### src/core/pmc_pkg.sv
package pmc_pkg;
  // How it works
  // - Mode 00 normal, 01 holdover, 10 free-run
  // - Pin modes captured on frame pulse rise
  // - Filter low 1.1 Hz, high 0.1 Hz
  // - Realign slope limited per filter choice
  // - Reference pin choice sampled on frame pulse
  // - Realign command aligns outputs to reference
  // - Falling edge of realign control triggers
  // - Lock high while locked to selected
  // - Holdover high on acquisition holdover in normal mode, or in mode holdover
  // - Pin select low uses register bits
  // - Status outputs stay active in software
  // - Recovery disable and manual recovery bits
  // - Report frequency limit and holdover flags
  // - Control register bit layout at 00
  // - Status register lock, holdover, limit
  // - Eleven bit coarse offset over 06/07
  // - Calibration word at 40-43, MSB first
  // - Acquisition status: rate, holdover, limit
  // - Clock gate bits disable outputs
  // - Core limit flag at tracking edge
  localparam logic [6:0] ADDR_CTRL     = 7'h00;
  localparam logic [6:0] ADDR_STAT     = 7'h01;
  localparam logic [6:0] ADDR_RATE     = 7'h04;
  localparam logic [6:0] ADDR_OFS_HI   = 7'h06;
  localparam logic [6:0] ADDR_OFS_LO   = 7'h07;
  localparam logic [6:0] ADDR_IDENT    = 7'h0f;
  localparam logic [6:0] ADDR_T1ADJ    = 7'h11;
  localparam logic [6:0] ADDR_GATE_A   = 7'h13;
  localparam logic [6:0] ADDR_GATE_B   = 7'h14;
  localparam logic [6:0] ADDR_RECOV    = 7'h19;
  localparam logic [6:0] ADDR_FINE     = 7'h1a;
  localparam logic [6:0] ADDR_PRI_ST   = 7'h20;
  localparam logic [6:0] ADDR_SEC_ST   = 7'h28;
  localparam logic [6:0] ADDR_CAL3     = 7'h40;
  localparam logic [6:0] ADDR_CAL2     = 7'h41;
  localparam logic [6:0] ADDR_CAL1     = 7'h42;
  localparam logic [6:0] ADDR_CAL0     = 7'h43;
  // Writable bit masks
  localparam logic [7:0] MASK_CTRL     = 8'h9d;
  localparam logic [7:0] MASK_RATE     = 8'hc0;
  localparam logic [7:0] MASK_OFS_HI   = 8'h0f;
  localparam logic [7:0] MASK_T1ADJ    = 8'h38;
  localparam logic [7:0] MASK_GATE_A   = 8'h3e;
  localparam logic [7:0] MASK_GATE_B   = 8'h1f;
  localparam logic [7:0] MASK_RECOV    = 8'h03;
  // Control field positions
  localparam int         CTRL_REFERENCE_CHOICE   = 7;
  localparam int         CTRL_MODE_HI  = 4;
  localparam int         CTRL_MODE_LO  = 3;
  localparam int         CTRL_FILTER   = 2;
  localparam int         CTRL_ALIGN    = 0;
  localparam int         REC_MANUAL    = 1;
  localparam int         REC_DISABLE   = 0;
  localparam logic [7:0] RST_CTRL      = 8'h10;
  // Modes
  localparam logic [1:0] MODE_NORMAL   = 2'h0;
  localparam logic [1:0] MODE_HOLD     = 2'h1;
  localparam logic [1:0] MODE_FREE     = 2'h2;
  // Filter corners in centihertz and phase slopes
  localparam int         CORNER_WIDE_CHZ  = 110;
  localparam int         CORNER_NARROW_CHZ = 10;
  localparam int         SLOPE_WIDE_NS    = 41;
  localparam int         SLOPE_WIDE_US    = 1326;
  localparam int         SLOPE_NARROW_NS  = 885;
  localparam int         SLOPE_NARROW_US  = 1000000;
  localparam int         CLK_MHZ          = 100;
  // Cycles per 1 ns phase step, rounded up so slope never exceeds limit
  localparam int         STEP_WIDE_CYC   =
    (SLOPE_WIDE_US * CLK_MHZ + SLOPE_WIDE_NS - 1) / SLOPE_WIDE_NS;
  localparam int         STEP_NARROW_CYC =
    (SLOPE_NARROW_US * CLK_MHZ + SLOPE_NARROW_NS - 1) / SLOPE_NARROW_NS;
  localparam int         TRACK_PPM       = 104;
endpackage

### src/core/pmc_bus_if.sv
`timescale 1ns/10ps
interface pmc_bus_if;
  logic [6:0] addr;
  logic [7:0] wdata;
  logic       wr;
  logic       rd;
  modport host (output addr, output wdata, output wr, output rd);
  modport regs (input addr, input wdata, input wr, input rd);
endinterface

### src/core/pmc_slew.sv
`timescale 1ns/10ps
// Rate limiter: emits one 1 ns phase step per interval while realign runs
module pmc_slew #(
  parameter int STEP_WIDE   = pmc_pkg::STEP_WIDE_CYC,
  parameter int STEP_NARROW = pmc_pkg::STEP_NARROW_CYC
) (
  input  wire logic i_clk,
  input  wire logic i_reset,
  input  wire logic i_active,
  input  wire logic i_narrow,
  output logic      o_step
);
  logic [23:0] count;
  wire  [23:0] limit = i_narrow ? 24'(STEP_NARROW - 1) : 24'(STEP_WIDE - 1);
  wire         wrap  = (count >= limit);

  // Step spacing follows the selected filter
  always_ff @(posedge i_clk) begin
    if (i_reset || !i_active) begin
      count  <= 24'h00_0000;
      o_step <= 1'b0;
    end else begin
      count  <= wrap ? 24'h00_0000 : count + 24'h00_0001;
      o_step <= wrap;
    end
  end

  step_gap_a: assert property (@(posedge i_clk) disable iff (i_reset)
    o_step |=> !o_step) else $error("Phase steps back to back");
endmodule

### src/core/pmc_top.sv
`timescale 1ns/10ps
module pmc_top #(
  parameter logic [7:0] IDENT_CODE = 8'h5a, // Arbitrary identity value
  parameter int         PHASE_NS  = 16'd5000
) (
  input  wire logic        i_clk,
  input  wire logic        i_reset,
  input  wire logic        i_pin_control_select,
  input  wire logic        i_mode_sel_hi,
  input  wire logic        i_mode_sel_lo,
  input  wire logic        i_filter_select,
  input  wire logic        i_reference_choice,
  input  wire logic        i_phase_realign,
  input  wire logic        i_frame_pulse_8khz,
  input  wire logic        i_core_locked,
  input  wire logic        i_core_freq_limit_flag,
  input  wire logic        i_primary_acq_holdover_flag,
  input  wire logic        i_primary_freq_limit_flag,
  input  wire logic [1:0]  i_primary_rate,
  input  wire logic        i_secondary_acq_holdover_flag,
  input  wire logic        i_secondary_freq_limit_flag,
  input  wire logic [1:0]  i_secondary_rate,
  input  wire logic [6:0]  i_addr,
  input  wire logic [7:0]  i_wdata,
  input  wire logic        i_wr,
  input  wire logic        i_rd,
  output logic [7:0]       o_rdata,
  output logic             o_lock,
  output logic             o_holdover,
  output logic [1:0]       o_mode,
  output logic             o_filter_narrow,
  output logic             o_reference_choice,
  output logic             o_realign_busy,
  output logic             o_phase_step,
  output logic             o_auto_recovery_disable,
  output logic             o_manual_recovery_request,
  output logic [10:0]      o_coarse_phase_offset_value,
  output logic             o_phase_offset_enable,
  output logic [7:0]       o_fine_phase_offset_value,
  output logic [2:0]       o_t1_phase_offset_value,
  output logic [1:0]       o_rate_select,
  output logic [13:0]      o_clock_disable,
  output logic [31:0]      o_oscillator_calibration_value
);
  pmc_bus_if bus ();
  assign bus.addr  = i_addr;
  assign bus.wdata = i_wdata;
  assign bus.wr    = i_wr;
  assign bus.rd    = i_rd;

  // Software registers
  logic [7:0] ctrl;
  logic [7:0] rate;
  logic [7:0] ofs_hi;
  logic [7:0] ofs_lo;
  logic [7:0] t1adj;
  logic [7:0] gate_a;
  logic [7:0] gate_b;
  logic [7:0] recov;
  logic [7:0] fine;
  logic [7:0] cal [4];

  // Write decode
  wire wr_ctrl   = bus.wr && (bus.addr == pmc_pkg::ADDR_CTRL);
  wire wr_rate   = bus.wr && (bus.addr == pmc_pkg::ADDR_RATE);
  wire wr_ofs_hi = bus.wr && (bus.addr == pmc_pkg::ADDR_OFS_HI);
  wire wr_ofs_lo = bus.wr && (bus.addr == pmc_pkg::ADDR_OFS_LO);
  wire wr_t1adj  = bus.wr && (bus.addr == pmc_pkg::ADDR_T1ADJ);
  wire wr_gate_a = bus.wr && (bus.addr == pmc_pkg::ADDR_GATE_A);
  wire wr_gate_b = bus.wr && (bus.addr == pmc_pkg::ADDR_GATE_B);
  wire wr_recov  = bus.wr && (bus.addr == pmc_pkg::ADDR_RECOV);
  wire wr_fine   = bus.wr && (bus.addr == pmc_pkg::ADDR_FINE);

  // Reserved bits are masked off on write so they read zero
  always_ff @(posedge i_clk) begin
    if (i_reset) begin
      ctrl   <= pmc_pkg::RST_CTRL;
      rate   <= 8'h00;
      ofs_hi <= 8'h00;
      ofs_lo <= 8'h00;
      t1adj  <= 8'h00;
      gate_a <= 8'h00;
      gate_b <= 8'h00;
      recov  <= 8'h00;
      fine   <= 8'h00;
    end else begin
      if (wr_ctrl)   ctrl   <= bus.wdata & pmc_pkg::MASK_CTRL;
      if (wr_rate)   rate   <= bus.wdata & pmc_pkg::MASK_RATE;
      if (wr_ofs_hi) ofs_hi <= bus.wdata & pmc_pkg::MASK_OFS_HI;
      if (wr_ofs_lo) ofs_lo <= bus.wdata;
      if (wr_t1adj)  t1adj  <= bus.wdata & pmc_pkg::MASK_T1ADJ;
      if (wr_gate_a) gate_a <= bus.wdata & pmc_pkg::MASK_GATE_A;
      if (wr_gate_b) gate_b <= bus.wdata & pmc_pkg::MASK_GATE_B;
      if (wr_recov)  recov  <= bus.wdata & pmc_pkg::MASK_RECOV;
      if (wr_fine)   fine   <= bus.wdata;
    end
  end

  // Calibration bytes, most significant at the lowest address
  for (genvar g = 0; g < 4; g++) begin : g_cal
    wire wr_cal = bus.wr && (bus.addr == pmc_pkg::ADDR_CAL3 + 7'(g));
    always_ff @(posedge i_clk) begin
      if (i_reset) begin
        cal[g] <= 8'h00;
      end else if (wr_cal) begin
        cal[g] <= bus.wdata;
      end
    end
  end

  // Frame pulse edge; mode and reference pins are only trusted at this instant
  logic frame_d;
  wire  frame_rise = i_frame_pulse_8khz && !frame_d;
  logic [1:0] pin_mode;
  logic       pin_ref;
  always_ff @(posedge i_clk) begin
    if (i_reset) begin
      frame_d  <= 1'b0;
      pin_mode <= pmc_pkg::MODE_FREE;
      pin_ref  <= 1'b0;
    end else begin
      frame_d <= i_frame_pulse_8khz;
      if (frame_rise) begin
        pin_mode <= {i_mode_sel_hi, i_mode_sel_lo};
        pin_ref  <= i_reference_choice;
      end
    end
  end

  // Pin or register source select
  wire       hw         = i_pin_control_select;
  wire [1:0] reg_mode   = {ctrl[pmc_pkg::CTRL_MODE_HI], ctrl[pmc_pkg::CTRL_MODE_LO]};
  wire [1:0] raw_mode   = hw ? pin_mode : reg_mode;
  // Reserved code 11 is held off as free-run to stay safe
  wire [1:0] eff_mode   = (raw_mode == 2'h3) ? pmc_pkg::MODE_FREE : raw_mode;
  wire       eff_narrow = hw ? i_filter_select : ctrl[pmc_pkg::CTRL_FILTER];
  wire       eff_ref    = hw ? pin_ref : ctrl[pmc_pkg::CTRL_REFERENCE_CHOICE];
  wire       eff_align  = hw ? i_phase_realign : ctrl[pmc_pkg::CTRL_ALIGN];

  // Status derived from the selected acquisition path
  wire sel_acq_hold = eff_ref ? i_secondary_acq_holdover_flag : i_primary_acq_holdover_flag;
  wire next_holdover = (eff_mode == pmc_pkg::MODE_HOLD) ||
                       ((eff_mode == pmc_pkg::MODE_NORMAL) && sel_acq_hold);
  wire next_lock = (eff_mode == pmc_pkg::MODE_NORMAL) && !sel_acq_hold && i_core_locked;

  // Realign edge detect and slew window
  logic       align_d;
  logic [15:0] phase_left;
  wire        align_fall = align_d && !eff_align;
  wire        slew_step;
  always_ff @(posedge i_clk) begin
    if (i_reset) begin
      align_d    <= 1'b0;
      phase_left <= 16'h0000;
    end else begin
      align_d <= eff_align;
      if (align_fall) begin
        phase_left <= 16'(PHASE_NS);
      end else if (slew_step && phase_left != 16'h0000) begin
        phase_left <= phase_left - 16'h0001;
      end
    end
  end

  pmc_slew u_slew (
    .i_clk    (i_clk),
    .i_reset  (i_reset),
    .i_active (phase_left != 16'h0000),
    .i_narrow (eff_narrow),
    .o_step   (slew_step)
  );

  // Read mux; unlisted addresses answer zero
  wire [7:0] stat_byte = {2'h0, o_lock, o_holdover, 1'b0, i_core_freq_limit_flag, 2'h0};
  // Rate code sits in bits 4:3, bit 2 stays reserved
  wire [7:0] pri_byte  = {3'h0, i_primary_rate, 1'b0,
                          i_primary_acq_holdover_flag, i_primary_freq_limit_flag};
  wire [7:0] sec_byte  = {3'h0, i_secondary_rate, 1'b0,
                          i_secondary_acq_holdover_flag, i_secondary_freq_limit_flag};
  logic [7:0] next_rdata;
  always_comb begin
    next_rdata = 8'h00;
    case (bus.addr)
      pmc_pkg::ADDR_CTRL:   next_rdata = ctrl;
      pmc_pkg::ADDR_STAT:   next_rdata = stat_byte;
      pmc_pkg::ADDR_RATE:   next_rdata = rate;
      pmc_pkg::ADDR_OFS_HI: next_rdata = ofs_hi;
      pmc_pkg::ADDR_OFS_LO: next_rdata = ofs_lo;
      pmc_pkg::ADDR_IDENT:  next_rdata = IDENT_CODE;
      pmc_pkg::ADDR_T1ADJ:  next_rdata = t1adj;
      pmc_pkg::ADDR_GATE_A: next_rdata = gate_a;
      pmc_pkg::ADDR_GATE_B: next_rdata = gate_b;
      pmc_pkg::ADDR_RECOV:  next_rdata = recov;
      pmc_pkg::ADDR_FINE:   next_rdata = fine;
      pmc_pkg::ADDR_PRI_ST: next_rdata = pri_byte;
      pmc_pkg::ADDR_SEC_ST: next_rdata = sec_byte;
      pmc_pkg::ADDR_CAL3:   next_rdata = cal[0];
      pmc_pkg::ADDR_CAL2:   next_rdata = cal[1];
      pmc_pkg::ADDR_CAL1:   next_rdata = cal[2];
      pmc_pkg::ADDR_CAL0:   next_rdata = cal[3];
      default:              next_rdata = 8'h00;
    endcase
  end

  // Output registers; status pins run in both control modes
  always_ff @(posedge i_clk) begin
    if (i_reset) begin
      o_rdata                        <= 8'h00;
      o_lock                         <= 1'b0;
      o_holdover                     <= 1'b0;
      o_mode                         <= pmc_pkg::MODE_FREE;
      o_filter_narrow                <= 1'b0;
      o_reference_choice             <= 1'b0;
      o_realign_busy                 <= 1'b0;
      o_phase_step                   <= 1'b0;
      o_auto_recovery_disable        <= 1'b0;
      o_manual_recovery_request      <= 1'b0;
      o_coarse_phase_offset_value    <= 11'h000;
      o_phase_offset_enable          <= 1'b0;
      o_fine_phase_offset_value      <= 8'h00;
      o_t1_phase_offset_value        <= 3'h0;
      o_rate_select                  <= 2'h0;
      o_clock_disable                <= 14'h0000;
      o_oscillator_calibration_value <= 32'h0000_0000;
    end else begin
      if (bus.rd) o_rdata <= next_rdata;
      o_lock                         <= next_lock;
      o_holdover                     <= next_holdover;
      o_mode                         <= eff_mode;
      o_filter_narrow                <= eff_narrow;
      o_reference_choice             <= eff_ref;
      o_realign_busy                 <= (phase_left != 16'h0000);
      o_phase_step                   <= slew_step;
      o_auto_recovery_disable        <= recov[pmc_pkg::REC_DISABLE];
      o_manual_recovery_request      <= recov[pmc_pkg::REC_MANUAL];
      o_coarse_phase_offset_value    <= {ofs_hi[2:0], ofs_lo};
      o_phase_offset_enable          <= ofs_hi[3];
      o_fine_phase_offset_value      <= fine;
      o_t1_phase_offset_value        <= t1adj[5:3];
      o_rate_select                  <= rate[7:6];
      o_clock_disable                <= {gate_b[4:0], gate_a[5:1], 4'h0} >> 4;
      o_oscillator_calibration_value <= {cal[0], cal[1], cal[2], cal[3]};
    end
  end

  // Checks
  mode_sample_a: assert property (@(posedge i_clk) disable iff (i_reset)
    hw && !frame_rise && !$past(frame_rise) |-> $stable(pin_mode))
    else $error("Pin mode changed off frame edge");
  lock_hold_a: assert property (@(posedge i_clk) disable iff (i_reset)
    !(o_lock && o_holdover)) else $error("Lock and holdover together");
  hold_mode_a: assert property (@(posedge i_clk) disable iff (i_reset)
    eff_mode == pmc_pkg::MODE_HOLD |=> o_holdover)
    else $error("Holdover mode without holdover status");
  align_start_a: assert property (@(posedge i_clk) disable iff (i_reset)
    align_fall |=> ##1 o_realign_busy) else $error("Realign not started");
  sw_ignore_a: assert property (@(posedge i_clk) disable iff (i_reset)
    !hw |=> o_filter_narrow == $past(ctrl[pmc_pkg::CTRL_FILTER]))
    else $error("Pin used in software control");
  reserved_zero_a: assert property (@(posedge i_clk) disable iff (i_reset)
    (ctrl & ~pmc_pkg::MASK_CTRL) == 8'h00) else $error("Reserved bit set");
  ctrl_read_a: assert property (@(posedge i_clk) disable iff (i_reset)
    bus.rd && bus.addr == pmc_pkg::ADDR_CTRL && !bus.wr |=> o_rdata == $past(ctrl))
    else $error("Control readback wrong");
  cal_order_a: assert property (@(posedge i_clk) disable iff (i_reset)
    ##1 o_oscillator_calibration_value[31:24] == $past(cal[0]))
    else $error("Calibration byte order wrong");
  stat_read_a: assert property (@(posedge i_clk) disable iff (i_reset)
    bus.rd && bus.addr == pmc_pkg::ADDR_STAT |=> o_rdata[7:6] == 2'h0)
    else $error("Status reserved bits nonzero");
  realign_c: cover property (@(posedge i_clk) align_fall ##[1:20] o_realign_busy);
  hold_c:    cover property (@(posedge i_clk) o_holdover);
  lock_c:    cover property (@(posedge i_clk) o_lock);
  hwmode_c:  cover property (@(posedge i_clk) hw && frame_rise);
endmodule

### config.mk
export PLATFORM = sky130hd
export DESIGN_NAME = pmc_top
export DESIGN_NICKNAME = d
export VERILOG_FILES = /design/src/core/pmc_pkg.sv /design/src/core/pmc_bus_if.sv /design/src/core/pmc_slew.sv /design/src/core/pmc_top.sv
export SDC_FILE = /design/constraint.sdc
export NUM_CORES = 1
export LEC_CHECK = 0
export BUFFER_PORTS_ARGS = -buffer_cell sky130_fd_sc_hd__buf_2
export CORE_UTILIZATION = 40
export DETAILED_ROUTE_END_ITERATION = 6
export PLACE_DENSITY = 0.57
export REMOVE_ABC_BUFFERS = 1
export SKIP_CTS_REPAIR_TIMING = 1
export SYNTH_ARGS = -nofsm -noshare
export SYNTH_HDL_FRONTEND = slang
export SYNTH_HIERARCHICAL = 1
export SYNTH_SLANG_ARGS = --single-unit
### constraint.sdc
create_clock -name i_clk -period 4.4 [get_ports i_clk]
set_input_delay 0.66 -clock i_clk [delete_from_list [all_inputs] [get_ports i_clk]]
set_output_delay 0.66 -clock i_clk [all_outputs]
set_load 0.01 [all_outputs]
==> results_dict.tcl <==
set metrics [dict create \
    yosys_most_used_dff "dfxtp_1" \
    rows 52 \
    start_util_pct 41.34 \
    die_area_um2 21840 \
    cts.sinks 205 \
    dieHeight_um 147.8 \
    ys_types 72 \
    power.density_nw_per_um2 482.2 \
    drv_slew 0 \
    peakVddDrop_mv 0.2455 \
    grt_overflow 0 \
    async_flop_share_pct 0 \
    tightest_slew_ns 0.8121 \
    rrSetupSlack_ns 1.77 \
    synth_top_cell_by_area "dfxtp_1" \
    avgSynthCellArea_um2 10.22 \
    design.core.area_um2 20560 \
    post_drt_via_cell_ratio 5.265 \
    cap_viol_max_count 0 \
    netlist_area_um2 8499 \
    synth_common_cells "dfxtp_1 (173), nor2b_1 (86), nor2_1 (74)" \
    fin_cells 1221 \
    worstSetupStartpointType "primary input" \
    synth.most_common_cell "dfxtp_1" \
    nFillCells 1950 \
    cts_tree "done" \
    ys_top_cells_by_area "dfxtp_1 (41%), edfxtp_1 (11%), mux2i_1 (6.7%)" \
    via_count 6429 \
    drc 0 \
    hpwl_mm 15.31 \
    p_seq_share_pct 43.2 \
    p_sw_share_pct 25.45 \
    p_leak_uw 0.004113 \
    synth_top_area_share_pct 40.75 \
    grt_pass1_vias 6021 \
    critPathMaxFanout 10 \
    power_switching_uw 1241 \
    place_ws_ns 1.175 \
    clk_latency_ns 0.50 \
    status "finished, final reports clean" \
    internal-power_uw 3635 \
    ys_ff_latch 205 \
    final_net_count 983 \
    htree_levels 1 \
    area_delta_synth_final_pct 18.98 \
    dp_cells 1180 \
    tns_ns 0 \
    grt_use_total_pct 19.98 \
    skew_ns 0.01063 \
    hold_path.class "primary input to register" \
    die_width_um 147.8 \
    grt_pass1_wl_mm 33.81 \
    period_share_pct 60.87 \
    layout-drive-gt1-share_pct 19.47 \
    numCtsBuffers 23 \
    cpLargestDelayFamily "buffers and inverters" \
    path_class "primary input to register" \
    synth-edff-count 32 \
    firstDrtPassIters 5 \
    crit_chain "buf_2, mux2_2, inv_1, ha_1, nand2_1, or3_1, o31ai_2, buf_4, nor3_1" \
    routed_wl_mm 21.87 \
    num_io_pins 125 \
    timing.fmax_ghz 0.3734 \
    worstPathArrival_ns 3.02 \
    clockBufferDepth 3 \
    finalHoldViolCount 0 \
    layout_setup_ws_ns 1.722 \
    yosysSeqAreaShare_pct 52.05 \
    p_comb_share_pct 14.3 \
    power.share.clock_pct 42.6 \
    slowest_delay_ns 0.60 \
    postLayoutCoreUtil_pct 49.18 \
    cts-root-buf "clkbuf_16" \
    grt_max_degree 51 \
    crit_buf_inv 3 \
    syn_inst 832 \
    worst_setup_path_end_kind "register" \
    synth-warning-count 6 \
    place_congestion 0.8511 \
    antenna_found_initial 2 \
    clk_pin_slew_ns 0.06 \
    setup_viol 0 \
    numPortBuffers 120 \
    rsz0062_at_grt "no" \
    cpMaxStageDelayCell "o31ai_2" \
    drtIter0Drc 338 \
    min_period_ns 2.678 \
    wire_per_inst_um 17.91 \
    required_ns 4.75 \
    antenna_left 0 \
    power_uw 4876 \
    timing.slew.headroom_pct 45.09 \
]
==> sequential cells by signal, indices dropped and copies added, names as in the netlist, 2 cells and up <==
register	cells
o_rate_select	2
cal	32
ctrl	5
o_mode	2
gate_a	5
pin_mode	2
phase_left	16
o_coarse_phase_offset_value	11
rate	2
t1adj	3
fine	8
o_t1_phase_offset_value	3
gate_b	5
recov	2
ofs_hi	4
ofs_lo	8
o_clock_disable	10
o_fine_phase_offset_value	8
o_rdata	8
o_oscillator_calibration_value	32
u_slew/count	24
==> power groups by stage <==
stage / clock (µW) / combinational [µW] / sequential [µW]
2_1_floorplan: 0 / 471 / 2130
3_3_place_gp: 0 / 693 / 2150
3_5_place_dp: 0 / 699 / 2140
4_1_cts: 2120 / 701 / 2100
5_1_grt: 2190 / 783 / 2120
6_report: 2080 / 695 / 2100
==> placed cells by master (no fill, tap or decap), types with 6 or more instances in the layout <==
| master | netlist | routed |
|---|---|---|
| a211oi_1 | 9 | 9 |
| a21oi_1 | 12 | 12 |
| a22oi_1 | 7 | 7 |
| a31oi_1 | 8 | 8 |
| and2_1 | 34 | 34 |
| and3_1 | 10 | 10 |
| buf_2 | 9 | 119 |
| buf_4 | 5 | 8 |
| clkbuf_16 | 0 | 25 |
| conb_1 | 2 | 10 |
| dfxtp_1 | 173 | 173 |
| edfxtp_1 | 32 | 32 |
| ha_1 | 12 | 12 |
| inv_1 | 10 | 10 |
| mux2_2 | 9 | 9 |
| mux2i_1 | 57 | 57 |
| nand2_1 | 22 | 22 |
| nand2b_1 | 10 | 10 |
| nand3_1 | 17 | 17 |
| nand4_1 | 6 | 6 |
| nor2_1 | 74 | 74 |
| nor2b_1 | 86 | 86 |
| nor3_1 | 27 | 27 |
| nor4_1 | 11 | 11 |
| o211ai_1 | 6 | 6 |
| o21ai_0 | 19 | 19 |
| o31ai_1 | 6 | 6 |
| or3_1 | 16 | 16 |
| or4_1 | 9 | 9 |
| xnor2_1 | 11 | 11 |
| xor2_1 | 6 | 6 |
==> worst paths after layout <==
| check | from | end | cells after the start |
|---|---|---|---|
| worst max register to register | ctrl[2]$_SDFFE_PP0P_ | u_slew/count[12]$_SDFF_PP0_ | 8 |
| worst max-delay path | i_pin_control_select | u_slew/count[12]$_SDFF_PP0_ | 9 |
| worst min register to register | u_slew/count[17]$_SDFF_PP0_ | u_slew/count[17]$_SDFF_PP0_ | 2 |
| worst min-delay path | i_mode_sel_hi | pin_mode[1]$_SDFFE_PP1P_ | 2 |
==> routing by layer <==
layer / vias to the layer above / track usage [%] / share of wire (%)
li1: 3163 / - / -
met1: 3018 / 25.98 / 45
met2: 197 / 33.14 / 46
met3: 49 / 3.920 / 5.5
met4: 2 / 6.753 / 3.2
met5: - / 0 / 0.055
==> worst reg2reg max path, stage by stage, from the launching register on <==
cell	delay [ns]
dfxtp_1	0.39
mux2_2	0.22
inv_1	0.13
ha_1	0.33
nand2_1	0.06
or3_1	0.39
o31ai_2	0.60
buf_4	0.29
nor3_1	0.07
==> per-stage QoR <==
step,hold WS (ns),instance area (µm²)
after floorplan,0.4499,8283
after global placement,0.4673,9276
after detailed placement,0.4693,9276
after CTS,0.3546,10110
after global routing,0.3715,10110
final,0.3673,10110
==> cells by family (layout without fill, tap and decap cells) <==
logic type / Yosys count / after routing / synth area share [%]
adders and majority gates: 12 / 12 / 1.766
muxes: 66 / 66 / 7.905
other: 2 / 11 / 0.08836
and+or+nand+nor: 354 / 354 / 23.85
buffers and inverters: 67 / 177 / 3.342
AOI/OAI and AO/OA: 109 / 109 / 9.245
xor gates and xnor gates: 17 / 17 / 1.752
DFF: 205 / 205 / 52.05
==> cell type report <==
type / count / area (µm²) / share of cell area (%)
inverter: 10 / 37.54 / 0.3712
clock inverter: 6 / 133.9 / 1.324
sequential: 205 / 4424 / 43.75
timing repair buffer: 127 / 655.6 / 6.484
tap: 270 / 337.8 / 3.341
clock buffer: 34 / 699.4 / 6.917
multi-input combinational: 568 / 3821 / 37.79
antenna: 1 / 2.502 / 0.02475
No activity file was read; power rests on OpenSTA's default activity.
